===== config.mk =====
export PLATFORM = sky130hd
export DESIGN_NAME = csq_qualifier
export DESIGN_NICKNAME = d
export VERILOG_FILES = /design/src/rtl/csq_pkg.sv /design/src/rtl/csq_qualifier.sv /design/src/rtl/csq_e_clock.sv /design/src/rtl/csq_match.sv
export SDC_FILE = /design/constraint.sdc
export NUM_CORES = 1
export LEC_CHECK = 0
export BUFFER_PORTS_ARGS = -buffer_cell sky130_fd_sc_hd__buf_4
export CAP_MARGIN = 5
export CORE_MARGIN = 4
export CORE_UTILIZATION = 50
export DETAILED_ROUTE_END_ITERATION = 10
export PLACE_DENSITY = 0.67
export SLEW_MARGIN = 0
export SYNTH_ARGS = -nofsm -noshare
export SYNTH_HDL_FRONTEND = slang
export SYNTH_SLANG_ARGS = --single-unit

===== constraint.sdc =====
create_clock -name clk_in -period 16.9 [get_ports clk_in]
set_input_delay 0.845 -clock clk_in [delete_from_list [all_inputs] [get_ports clk_in]]
set_output_delay 0.845 -clock clk_in [all_outputs]
set_load 0.005 [all_outputs]

===== src/rtl/csq_pkg.sv =====
/*
 chip-select option qualifier package: register layout, reset values, field codes, timing counts.
 assumes nothing beyond a SystemVerilog compiler.
*/
package csq_pkg;

   localparam int NUM_CS = 12;          // index 0 is the boot select, 1..11 the general selects
   localparam int CS_IDX_W = 4;

   // register port addresses (word index)
   localparam logic [4:0] ADDR_OPT_BASE = 5'h00;  // 0x00..0x0B option registers, 0 = boot
   localparam logic [4:0] ADDR_BASE_BASE = 5'h10; // 0x10..0x1B match base/size registers
   localparam logic [4:0] ADDR_STATUS = 5'h1F;

   localparam logic [15:0] BOOT_OPT_RESET = 16'h7B70;
   localparam logic [15:0] GEN_OPT_RESET = 16'h0000;
   localparam logic [15:0] BOOT_BASE_RESET = 16'h0007;
   localparam logic [15:0] GEN_BASE_RESET = 16'h0000;

   // option field positions
   localparam int F_MODE = 15;
   localparam int F_BYTE = 13;
   localparam int F_DIR = 11;
   localparam int F_STROBE_ALIGNMENT_SELECT = 10;
   localparam int F_ACK = 6;
   localparam int F_SPACE = 4;
   localparam int F_IPL = 1;
   localparam int F_AUTO_VECTOR_ENABLE = 0;

   localparam logic [3:0] ACK_FAST = 4'hE;
   localparam logic [3:0] ACK_EXT = 4'hF;
   localparam logic [4:0] ACK_BASE_CYCLES = 5'h03;
   localparam logic [4:0] ACK_FAST_CYCLES = 5'h02;

   localparam logic [1:0] SPACE_CPU = 2'h0;
   localparam logic [1:0] SPACE_USER = 2'h1;
   localparam logic [1:0] SPACE_SUPV = 2'h2;
   localparam logic [1:0] SPACE_BOTH = 2'h3;

   // e clock: divide 50 MHz system clock by this count
   localparam logic [3:0] E_DIV = 4'h8;

   typedef struct packed {
      logic mode;
      logic [1:0] byte_lanes;
      logic [1:0] dir;
      logic strobe_alignment_select;
      logic [3:0] transfer_ack_select;
      logic [1:0] space;
      logic [2:0] irq_level_match;
      logic auto_vector_enable;
   } csq_opt_t;

   // one bus cycle as the master presents it
   typedef struct packed {
      logic [23:0] addr;
      logic read;
      logic [1:0] fc_space;   // 00 cpu, 01 user, 10 supervisor
      logic iack;
      logic upper_byte;
      logic lower_byte;
   } csq_cycle_t;

endpackage : csq_pkg


===== src/rtl/csq_qualifier.sv =====
/*
 chip-select option qualifier: option and match registers, per-select qualification, strobe
 timing, internal transfer acknowledge with wait states, e clock timing and interrupt acknowledge.
 assumes of its surroundings:
 - the bus master holds cycle_in stable from cycle_start_in until the cycle ends;
 - cycle_end_in follows the acknowledge, autovector or external acknowledge, and always
   comes before the next cycle_start_in;
 - address and data strobes come from pins and are synchronised here, so an
   asynchronous select trails its strobe by three clock edges;
 - a select rises at the edge that takes cycle_end_in, whatever the strobes still show;
 - register strobes are one cycle long and never both high at once;
 - read data stand only in the cycle after the read strobe and read zero otherwise;
 - unmapped indices read zero and ignore writes; the status word reads status and ignores writes;
 - an 8-bit port ignores the byte-lane field;
 - a cpu-space select answers interrupt acknowledge cycles and ignores the address range;
 - a synchronous select never acknowledges internally, it waits for the master to end;
 - when several latched selects give acknowledge codes, the highest index sets the timing;
 - an external acknowledge code leaves the cycle to the selected device.
*/
`timescale 1ns/100ps
`default_nettype none
////////////////////////////////////////////////////////////////////////////////
// Behaviour
// - mode 0 times select from bus strobes; mode 1 asserts with e clock
// - asynchronous only: strobe select 0 aligns to address strobe, 1 to data strobe
// - byte lanes: 00 off, 01 lower, 10 upper, 11 both
// - direction: 00 off, 01 reads, 10 writes, 11 both
// - ack codes 0000..1101 give internal acknowledge after 3 plus code cycles
// - ack code 1110 ends the access in two cycles
// - ack code 1111 leaves acknowledge to the external device
// - space: 00 cpu, 01 user, 10 supervisor, 11 supervisor or user
// - cpu space: compare address 3..1 with priority field on interrupt acknowledge
// - priority field 000 matches any level, else only that level
// - all option registers share layout; boot resets 7B70, others zero
// - interrupt acknowledge with autovector raises autovector and ends the cycle
// - address match compares only upper bits selected by block size
module csq_qualifier
   import csq_pkg::*;
(
   input wire logic clk_in,
   input wire logic reset_in,
   input wire logic [4:0] reg_addr_in,
   input wire logic [15:0] reg_wdata_in,
   input wire logic reg_write_in,
   input wire logic reg_read_in,
   output logic [15:0] reg_rdata_out,
   input wire logic [NUM_CS-1:0] port16_in,
   input wire logic cycle_start_in,
   input wire logic cycle_end_in,
   input wire csq_cycle_t cycle_in,
   input wire logic address_strobe_n_in,
   input wire logic data_strobe_n_in,
   output logic [NUM_CS-1:0] select_n_out,
   output logic transfer_ack_out,
   output logic auto_vector_out,
   output logic e_bus_clock_out
);

   ////////////////////////////////////////////////////////////////////////////////
   // storage

   logic [15:0] opt_reg [NUM_CS];
   logic [15:0] base_reg [NUM_CS];
   logic [NUM_CS-1:0] hit;
   logic [NUM_CS-1:0] qualified;
   logic [NUM_CS-1:0] latched;
   logic [NUM_CS-1:0] next_select_n;
   logic as_meta, as_sync, ds_meta, ds_sync;
   logic e_rise, e_level;
   logic in_cycle;
   logic [4:0] cycle_count;
   logic ack_done;
   logic [15:0] status;

   function automatic csq_opt_t unpack_opt(input logic [15:0] raw);
      unpack_opt = csq_opt_t'(raw);
   endfunction : unpack_opt

   function automatic logic reg_hit(input logic [4:0] addr, input logic [4:0] base,
                                    input int idx);
      reg_hit = (addr == base + 5'(idx));
   endfunction : reg_hit

   // lanes qualify only a 16-bit port; an 8-bit port ignores the field
   function automatic logic lanes_pass(input csq_opt_t o, input logic port16, input csq_cycle_t c);
      logic ok;
      ok = 1'b1;
      if (port16) begin
         case (o.byte_lanes)
            2'h0: ok = 1'b0;
            2'h1: ok = c.lower_byte;
            2'h2: ok = c.upper_byte;
            default: ok = 1'b1;
         endcase
      end
      return ok;
   endfunction : lanes_pass

   function automatic logic dir_pass(input csq_opt_t o, input csq_cycle_t c);
      logic ok;
      case (o.dir)
         2'h0: ok = 1'b0;
         2'h1: ok = c.read;
         2'h2: ok = !c.read;
         default: ok = 1'b1;
      endcase
      return ok;
   endfunction : dir_pass

   // cpu space answers only interrupt acknowledge at a matching level; zero matches any level
   function automatic logic space_pass(input csq_opt_t o, input csq_cycle_t c);
      logic level_ok, user, supv;
      logic ok;
      level_ok = (o.irq_level_match == 3'h0) || (o.irq_level_match == c.addr[3:1]);
      user = !c.iack && c.fc_space == SPACE_USER;
      supv = !c.iack && c.fc_space == SPACE_SUPV;
      case (o.space)
         SPACE_CPU: ok = c.iack && level_ok;
         SPACE_USER: ok = user;
         SPACE_SUPV: ok = supv;
         default: ok = user || supv;
      endcase
      return ok;
   endfunction : space_pass

   ////////////////////////////////////////////////////////////////////////////////
   // register writes
   // an unmapped index matches no register, so its write is dropped

   genvar gi;
   generate
      for (gi = 0; gi < NUM_CS; gi++) begin : g_regs
         always_ff @(posedge clk_in or posedge reset_in) begin
            if (reset_in) begin
               opt_reg[gi] <= (gi == 0) ? BOOT_OPT_RESET : GEN_OPT_RESET;
               base_reg[gi] <= (gi == 0) ? BOOT_BASE_RESET : GEN_BASE_RESET;
            end else if (reg_write_in) begin
               if (reg_hit(reg_addr_in, ADDR_OPT_BASE, gi)) begin
                  opt_reg[gi] <= reg_wdata_in;
               end
               if (reg_hit(reg_addr_in, ADDR_BASE_BASE, gi)) begin
                  base_reg[gi] <= reg_wdata_in;
               end
            end
         end

         csq_match u_match (
            .addr_in(cycle_in.addr),
            .base_in(base_reg[gi]),
            .hit_out(hit[gi])
         );
      end
   endgenerate

   ////////////////////////////////////////////////////////////////////////////////
   // register reads: data the cycle after the strobe

   always_comb begin
      status = {8'h00, 3'h0, in_cycle, ack_done, auto_vector_out, transfer_ack_out, e_level};
   end

   always_ff @(posedge clk_in or posedge reset_in) begin
      if (reset_in) begin
         reg_rdata_out <= 16'h0000;
      end else if (reg_read_in) begin
         reg_rdata_out <= 16'h0000;
         for (int i = 0; i < NUM_CS; i++) begin
            if (reg_hit(reg_addr_in, ADDR_OPT_BASE, i)) begin
               reg_rdata_out <= opt_reg[i];
            end
            if (reg_hit(reg_addr_in, ADDR_BASE_BASE, i)) begin
               reg_rdata_out <= base_reg[i];
            end
         end
         if (reg_addr_in == ADDR_STATUS) begin
            reg_rdata_out <= status;
         end
      end else begin
         reg_rdata_out <= 16'h0000;
      end
   end

   ////////////////////////////////////////////////////////////////////////////////
   // strobe synchronisers and e clock
   // strobes idle high, so the synchronisers reset high and no false select follows reset

   always_ff @(posedge clk_in or posedge reset_in) begin
      if (reset_in) begin
         as_meta <= 1'b1;
         as_sync <= 1'b1;
         ds_meta <= 1'b1;
         ds_sync <= 1'b1;
      end else begin
         as_meta <= address_strobe_n_in;
         as_sync <= as_meta;
         ds_meta <= data_strobe_n_in;
         ds_sync <= ds_meta;
      end
   end

   csq_e_clock u_e_bus_clock (
      .clk_in(clk_in),
      .reset_in(reset_in),
      .e_rise_out(e_rise),
      .e_bus_clock_out(e_level)
   );

   always_ff @(posedge clk_in or posedge reset_in) begin
      if (reset_in) begin
         e_bus_clock_out <= 1'b0;
      end else begin
         e_bus_clock_out <= e_level;
      end
   end

   ////////////////////////////////////////////////////////////////////////////////
   // qualification per select

   generate
      for (gi = 0; gi < NUM_CS; gi++) begin : g_qual
         csq_opt_t o;
         logic lanes_ok, dir_ok, space_ok;
         always_comb begin
            o = unpack_opt(opt_reg[gi]);
            lanes_ok = lanes_pass(o, port16_in[gi], cycle_in);
            dir_ok = dir_pass(o, cycle_in);
            space_ok = space_pass(o, cycle_in);
            // cpu-space select does not decode the address range
            qualified[gi] = (hit[gi] || o.space == SPACE_CPU) && space_ok && dir_ok && lanes_ok;
         end
      end
   endgenerate

   ////////////////////////////////////////////////////////////////////////////////
   // cycle tracking and select timing

   always_ff @(posedge clk_in or posedge reset_in) begin
      if (reset_in) begin
         in_cycle <= 1'b0;
         latched <= '0;
      end else if (cycle_end_in) begin
         in_cycle <= 1'b0;
         latched <= '0;
      end else if (cycle_start_in) begin
         in_cycle <= 1'b1;
         latched <= qualified;
      end
   end

   always_comb begin
      for (int i = 0; i < NUM_CS; i++) begin
         csq_opt_t oc;
         oc = unpack_opt(opt_reg[i]);
         next_select_n[i] = 1'b1;
         // the edge that takes cycle_end_in releases the select at once
         if (latched[i] && in_cycle && !cycle_end_in) begin
            // a synchronous select falls at the next e clock rise and holds low to the end
            if (oc.mode) begin
               next_select_n[i] = select_n_out[i] && !e_rise ? 1'b1 : 1'b0;
            end else if (oc.strobe_alignment_select) begin
               next_select_n[i] = ds_sync;
            end else begin
               next_select_n[i] = as_sync;
            end
         end
      end
   end

   always_ff @(posedge clk_in or posedge reset_in) begin
      if (reset_in) begin
         select_n_out <= '1;
      end else begin
         select_n_out <= next_select_n;
      end
   end

   ////////////////////////////////////////////////////////////////////////////////
   // internal acknowledge and autovector

   logic [4:0] ack_target;
   logic ack_internal;
   logic want_auto_vector_enable;
   always_comb begin
      ack_target = ACK_BASE_CYCLES;
      ack_internal = 1'b0;
      want_auto_vector_enable = 1'b0;
      for (int i = 0; i < NUM_CS; i++) begin
         csq_opt_t oa;
         oa = unpack_opt(opt_reg[i]);
         if (latched[i] && !oa.mode) begin
            if (oa.transfer_ack_select == ACK_FAST) begin
               ack_target = ACK_FAST_CYCLES;
               ack_internal = 1'b1;
            end else if (oa.transfer_ack_select != ACK_EXT) begin
               ack_target = ACK_BASE_CYCLES + {1'b0, oa.transfer_ack_select};
               ack_internal = 1'b1;
            end // external code leaves ack to the device
         end
         if (latched[i] && oa.space == SPACE_CPU && oa.auto_vector_enable) begin
            want_auto_vector_enable = 1'b1;
         end
      end
   end

   always_ff @(posedge clk_in or posedge reset_in) begin
      // saturates, so a long external cycle cannot wrap into a false acknowledge
      if (reset_in) begin
         cycle_count <= 5'h00;
      end else if (cycle_start_in) begin
         cycle_count <= 5'h01;
      end else if (in_cycle && !ack_done && cycle_count != 5'h1F) begin
         cycle_count <= cycle_count + 5'h01;
      end
   end

   always_ff @(posedge clk_in or posedge reset_in) begin
      if (reset_in) begin
         transfer_ack_out <= 1'b0;
         auto_vector_out <= 1'b0;
         ack_done <= 1'b0;
      end else if (cycle_start_in || cycle_end_in) begin
         transfer_ack_out <= 1'b0;
         auto_vector_out <= 1'b0;
         ack_done <= 1'b0;
      end else if (in_cycle && !ack_done && cycle_count == ack_target - 5'h01) begin
         // autovector replaces the acknowledge, so at most one of them pulses per cycle
         if (want_auto_vector_enable) begin
            auto_vector_out <= 1'b1;
            ack_done <= 1'b1;
         end else if (ack_internal) begin
            transfer_ack_out <= 1'b1;
            ack_done <= 1'b1;
         end
      end else begin
         transfer_ack_out <= 1'b0;
         auto_vector_out <= 1'b0;
      end
   end

endmodule : csq_qualifier
`default_nettype wire


===== src/rtl/csq_e_clock.sv =====
/*
 e clock divider: one-cycle enable at the e clock rise and a registered e clock level.
 assumes a single system clock domain.
*/
`timescale 1ns/100ps
`default_nettype none
module csq_e_clock
   import csq_pkg::*;
(
   input wire logic clk_in,
   input wire logic reset_in,
   output logic e_rise_out,
   output logic e_bus_clock_out
);

   logic [3:0] count;

   always_ff @(posedge clk_in or posedge reset_in) begin
      if (reset_in) begin
         count <= 4'h0;
      end else if (count == E_DIV - 4'h1) begin
         count <= 4'h0;
      end else begin
         count <= count + 4'h1;
      end
   end

   always_ff @(posedge clk_in or posedge reset_in) begin
      if (reset_in) begin
         e_rise_out <= 1'b0;
         e_bus_clock_out <= 1'b0;
      end else begin
         e_rise_out <= (count == E_DIV - 4'h1);
         if (count == E_DIV - 4'h1) begin
            e_bus_clock_out <= 1'b1;
         end else if (count == (E_DIV >> 1) - 4'h1) begin
            e_bus_clock_out <= 1'b0;
         end
      end
   end

endmodule : csq_e_clock
`default_nettype wire


===== src/rtl/csq_match.sv =====
/*
 address match for one select: compares the upper address bits chosen by the block size.
 assumes a 24-bit address and the base register layout addr[23:11] in bits 15:3.
*/
`timescale 1ns/100ps
`default_nettype none
module csq_match
   import csq_pkg::*;
(
   input wire logic [23:0] addr_in,
   input wire logic [15:0] base_in,
   output logic hit_out
);

   logic [12:0] mask;

   always_comb begin
      case (base_in[2:0])
         3'h0: mask = 13'h1FFF;
         3'h1: mask = 13'h1FFC;
         3'h2: mask = 13'h1FF8;
         3'h3: mask = 13'h1FE0;
         3'h4: mask = 13'h1FC0;
         3'h5: mask = 13'h1F80;
         3'h6: mask = 13'h1F00;
         default: mask = 13'h1E00;
      endcase
      hit_out = ((addr_in[23:11] ^ base_in[15:3]) & mask) == 13'h0000;
   end

endmodule : csq_match
`default_nettype wire


==> results.py <==
metrics = {
    "cts": {
        "cts_hold_buf": 0,
        "numCtsBuffers": 47,
        "cts_sinks": 444,
        "cts_setup_buffers": 0,
        "h-tree-depth": 2,
        "clk_path_buf_depth": 3,
        "clockRootBuffer": "clkbuf_16",
        "cts_resized": 0,
        "cts_tree": "built",
        "clk_pin_slew_worst_paths_ns": 0.07,
        "clock_latency_ns": 0.60,
    },
    "timing": {
        "fin_crit_sh": 0.276,
        "max_freq_mhz": 214,
        "setup_tns_ns": 0,
        "fin_skew_ns": 0.0209,
        "fin_crit_ns": 4.67,
        "hold_violations": 0,
        "tightest_slew_ns": 1.33,
        "hold_ws_ns": 0.348,
        "rsz0062_at_grt": "no",
        "slew_headroom": 0.111,
        "setup_viol": 0,
        "slew_viol_final": 0,
    },
    "layout": {
        "drive_gt1_frac": 0.248,
        "synthToLayoutAreaGrowth_pct": 10.2,
        "final_nets": 2678,
    },
    "floorplanning": {
        "die_area_um2": 57000,
        "die_y_um": 239,
        "rows": 84,
        "num_io_pins": 102,
        "start_util": 0.506,
        "core-area_um2": 52700,
        "die_x_um": 239,
    },
    "detailed_routing": {
        "viasPerCell": 6.74,
        "firstDrtPassIters": 5,
        "finalWirelength_um": 91500,
        "remaining_drc_errors": 0,
        "wl_met2_um": 41300,
        "wl_met3_um": 8830,
        "vias": 22200,
        "wl_per_cell_um": 27.8,
        "met1_length_um": 37500,
        "antenna_left": 0,
        "top_layer_used": "met4",
        "drtIter0Drc": 2525,
    },
    "synth": {
        "async_flop_share": 1.00,
        "synth_top_area_cell": "dfrtp_1",
        "synth_top_area_frac": 0.391,
        "ys_seq_area_frac": 0.419,
        "yosys_register_bits": 444,
        "ys_types": 93,
        "synthTopCellsByCount": "416 x dfrtp_1, 384 x mux2_2, 156 x o21ai_0, 150 x clkbuf_1, 128 x nand2_1",
        "yosys_most_used_dff": "dfrtp_1",
        "synth_most_common_cell": "dfrtp_1",
        "synth_warnings": 0,
        "ys_top_cells_by_area": "dfrtp_1 39%, mux2_2 16%, xnor2_1 4.0%",
        "syn_area_um2": 26600,
        "syn_area_per_cell_um2": 10.3,
        "synth_edf_count": 0,
        "syn-num-nets": 2704,
        "postSynthCellCount": 2593,
    },
    "placement": {
        "dp_hpwl_um": 66800,
        "io_buffers": 93,
        "routabilityCongestion": 0.998,
    },
    "pwr": {
        "comb_power_share": 0.215,
        "p_switching_w": 0.00107,
        "p_clk_frac": 0.337,
        "sw_frac_of_total": 0.320,
        "leakage_nw": 12.3,
        "powerDensity_nw_per_um2": 114,
        "intPower_w": 0.00227,
        "seqPwrFrac": 0.449,
        "ir_worst_vdd_mv": 0.0905,
    },
    "critical_path": {
        "critPathSlowestCell": "a221oi_1",
        "crit_start": "g_qual[2].o[6]",
        "cp_num_buf_inv": 1,
        "crit_chain": "inv_1 > ha_1 > nand4b_1 > a221oi_1 > o21ai_0 > a31oi_1 > o211ai_2 > ha_1 > xor2_1 > nand4b_1 > nor3_1 > o21ai_0 > mux2i_1 > o31a_1 > o211ai_1 > a21oi_1",
        "cp-start-kind": "flip-flop",
        "cp.arrival_ns": 5.17,
        "worstPathRequired_ns": 17.40,
        "cp_max_fo": 5,
        "slowest_delay_ns": 0.78,
        "r2r-start": "g_qual[2].o[6]",
        "critPathKind": "reg -> reg",
        "endpoint_kind": "flip-flop",
        "critical-path-top-delay-family": "compound AO/OA/AOI/OAI gates",
    },
    "global_routing": {
        "grt_usage": 0.313,
        "antenna_found_initial": 4,
        "grt_pass1_vias": 21400,
        "grt_max_degree": 162,
        "grt_overflow_total": 0,
        "grt_pass1_wl_um": 137000,
    },
    "status": {
        "outcome": "finished, final reports clean",
    },
    "min_path": {
        "hp-class": "in -> reg",
        "worstHoldStart": "data_strobe_n_in",
    },
    "job": {
        "maxCapViolCount": 0,
    },
}
## cell families (layout without fill, tap and decap cells)
family | Yosys count | in the layout | synth area share
AOI/OAI and AO/OA | 697 | 697 | 0.179
and+or+nand+nor | 536 | 536 | 0.101
DFF | 444 | 444 | 0.419
muxes | 443 | 443 | 0.186
buffers and inverters | 252 | 263 | 0.0374
xor gates and xnor gates | 181 | 181 | 0.0595
adders and majority gates | 40 | 40 | 0.0188
other | 0 | 3 | 0
## routing by layer
| layer | vias to the layer above | global-route usage |
|---|---|---|
| met5 | - | 0 |
| met4 | 0 | 0.123 |
| met3 | 193 | 0.0603 |
| met2 | 1147 | 0.482 |
| met1 | 11200 | 0.438 |
| li1 | 9628 | - |
## placed cells by master, fill, tap and decap left out, types with 34 or more instances in the layout
master / n
nand3_1: 85
nor3_1: 38
nand2_1: 128
buf_4: 122
a221oi_1: 45
xor2_1: 58
mux2_2: 384
nor4_1: 35
xnor2_1: 123
o21ai_0: 156
a31oi_1: 38
inv_1: 52
dfrtp_1: 416
mux2i_1: 47
a21oi_1: 127
clkbuf_16: 49
ha_1: 40
nor2_1: 121
a22oi_1: 34
## power by group through the flow
stage               registers [W]  clock network, W  logic, W
floorplan                 0.00141                 0  0.000562
global placement          0.00149                 0  0.000685
detailed placement        0.00151                 0  0.000705
CTS                       0.00149           0.00113  0.000709
global route              0.00152           0.00117  0.000778
finish                    0.00150           0.00112  0.000718
## cell type report
type	count	area, um^2
Antenna cell	3	7.51
Tap cell	688	861
Timing Repair Buffer	124	956
Inverter	53	206
Clock inverter	19	277
Sequential cell	444	11100
Clock buffer	67	1370
Multi-Input combinational cell	1897	14500
Fill cell	4521	23300
## final timing paths
path	end	slack [ns]	depth (start not counted)
worst min register to register	as_sync	0.36	0
max in group asynchronous	g_qual[6].o[10]	13.91	4
min in group asynchronous	g_qual[0].o[7]	0.42	2
worst min-delay path	ds_meta	0.35	1
worst max register to register	auto_vector_out	12.23	16
worst max-delay path	auto_vector_out	12.23	16
## worst register-to-register path, cell delays in order, from the launching register on
cell	delay, ns
dfrtp_1	0.39
inv_1	0.13
ha_1	0.24
nand4b_1	0.28
a221oi_1	0.78
o21ai_0	0.23
a31oi_1	0.46
o211ai_2	0.27
ha_1	0.37
xor2_1	0.16
nand4b_1	0.18
nor3_1	0.20
o21ai_0	0.11
mux2i_1	0.17
o31a_1	0.25
o211ai_1	0.16
a21oi_1	0.18
## through the flow
step / utilization / total power (W) / worst slack [ns] / instance area (um^2) / instances
2_1_floorplan: - / 0.00197 / 3.73 / 26600 / 2593
3_3_place_gp: 0.526 / 0.00218 / 12.22 / 27700 / 3206
3_5_place_dp: 0.526 / 0.00221 / 12.20 / 27700 / 3206
4_1_cts: 0.557 / 0.00333 / 12.38 / 29300 / 3292
5_1_grt: 0.557 / 0.00347 / 11.92 / 29300 / 3295
6_report: 0.557 / 0.00334 / 12.23 / 29300 / 3295
Note: power is estimated with default switching activity, not from simulation.
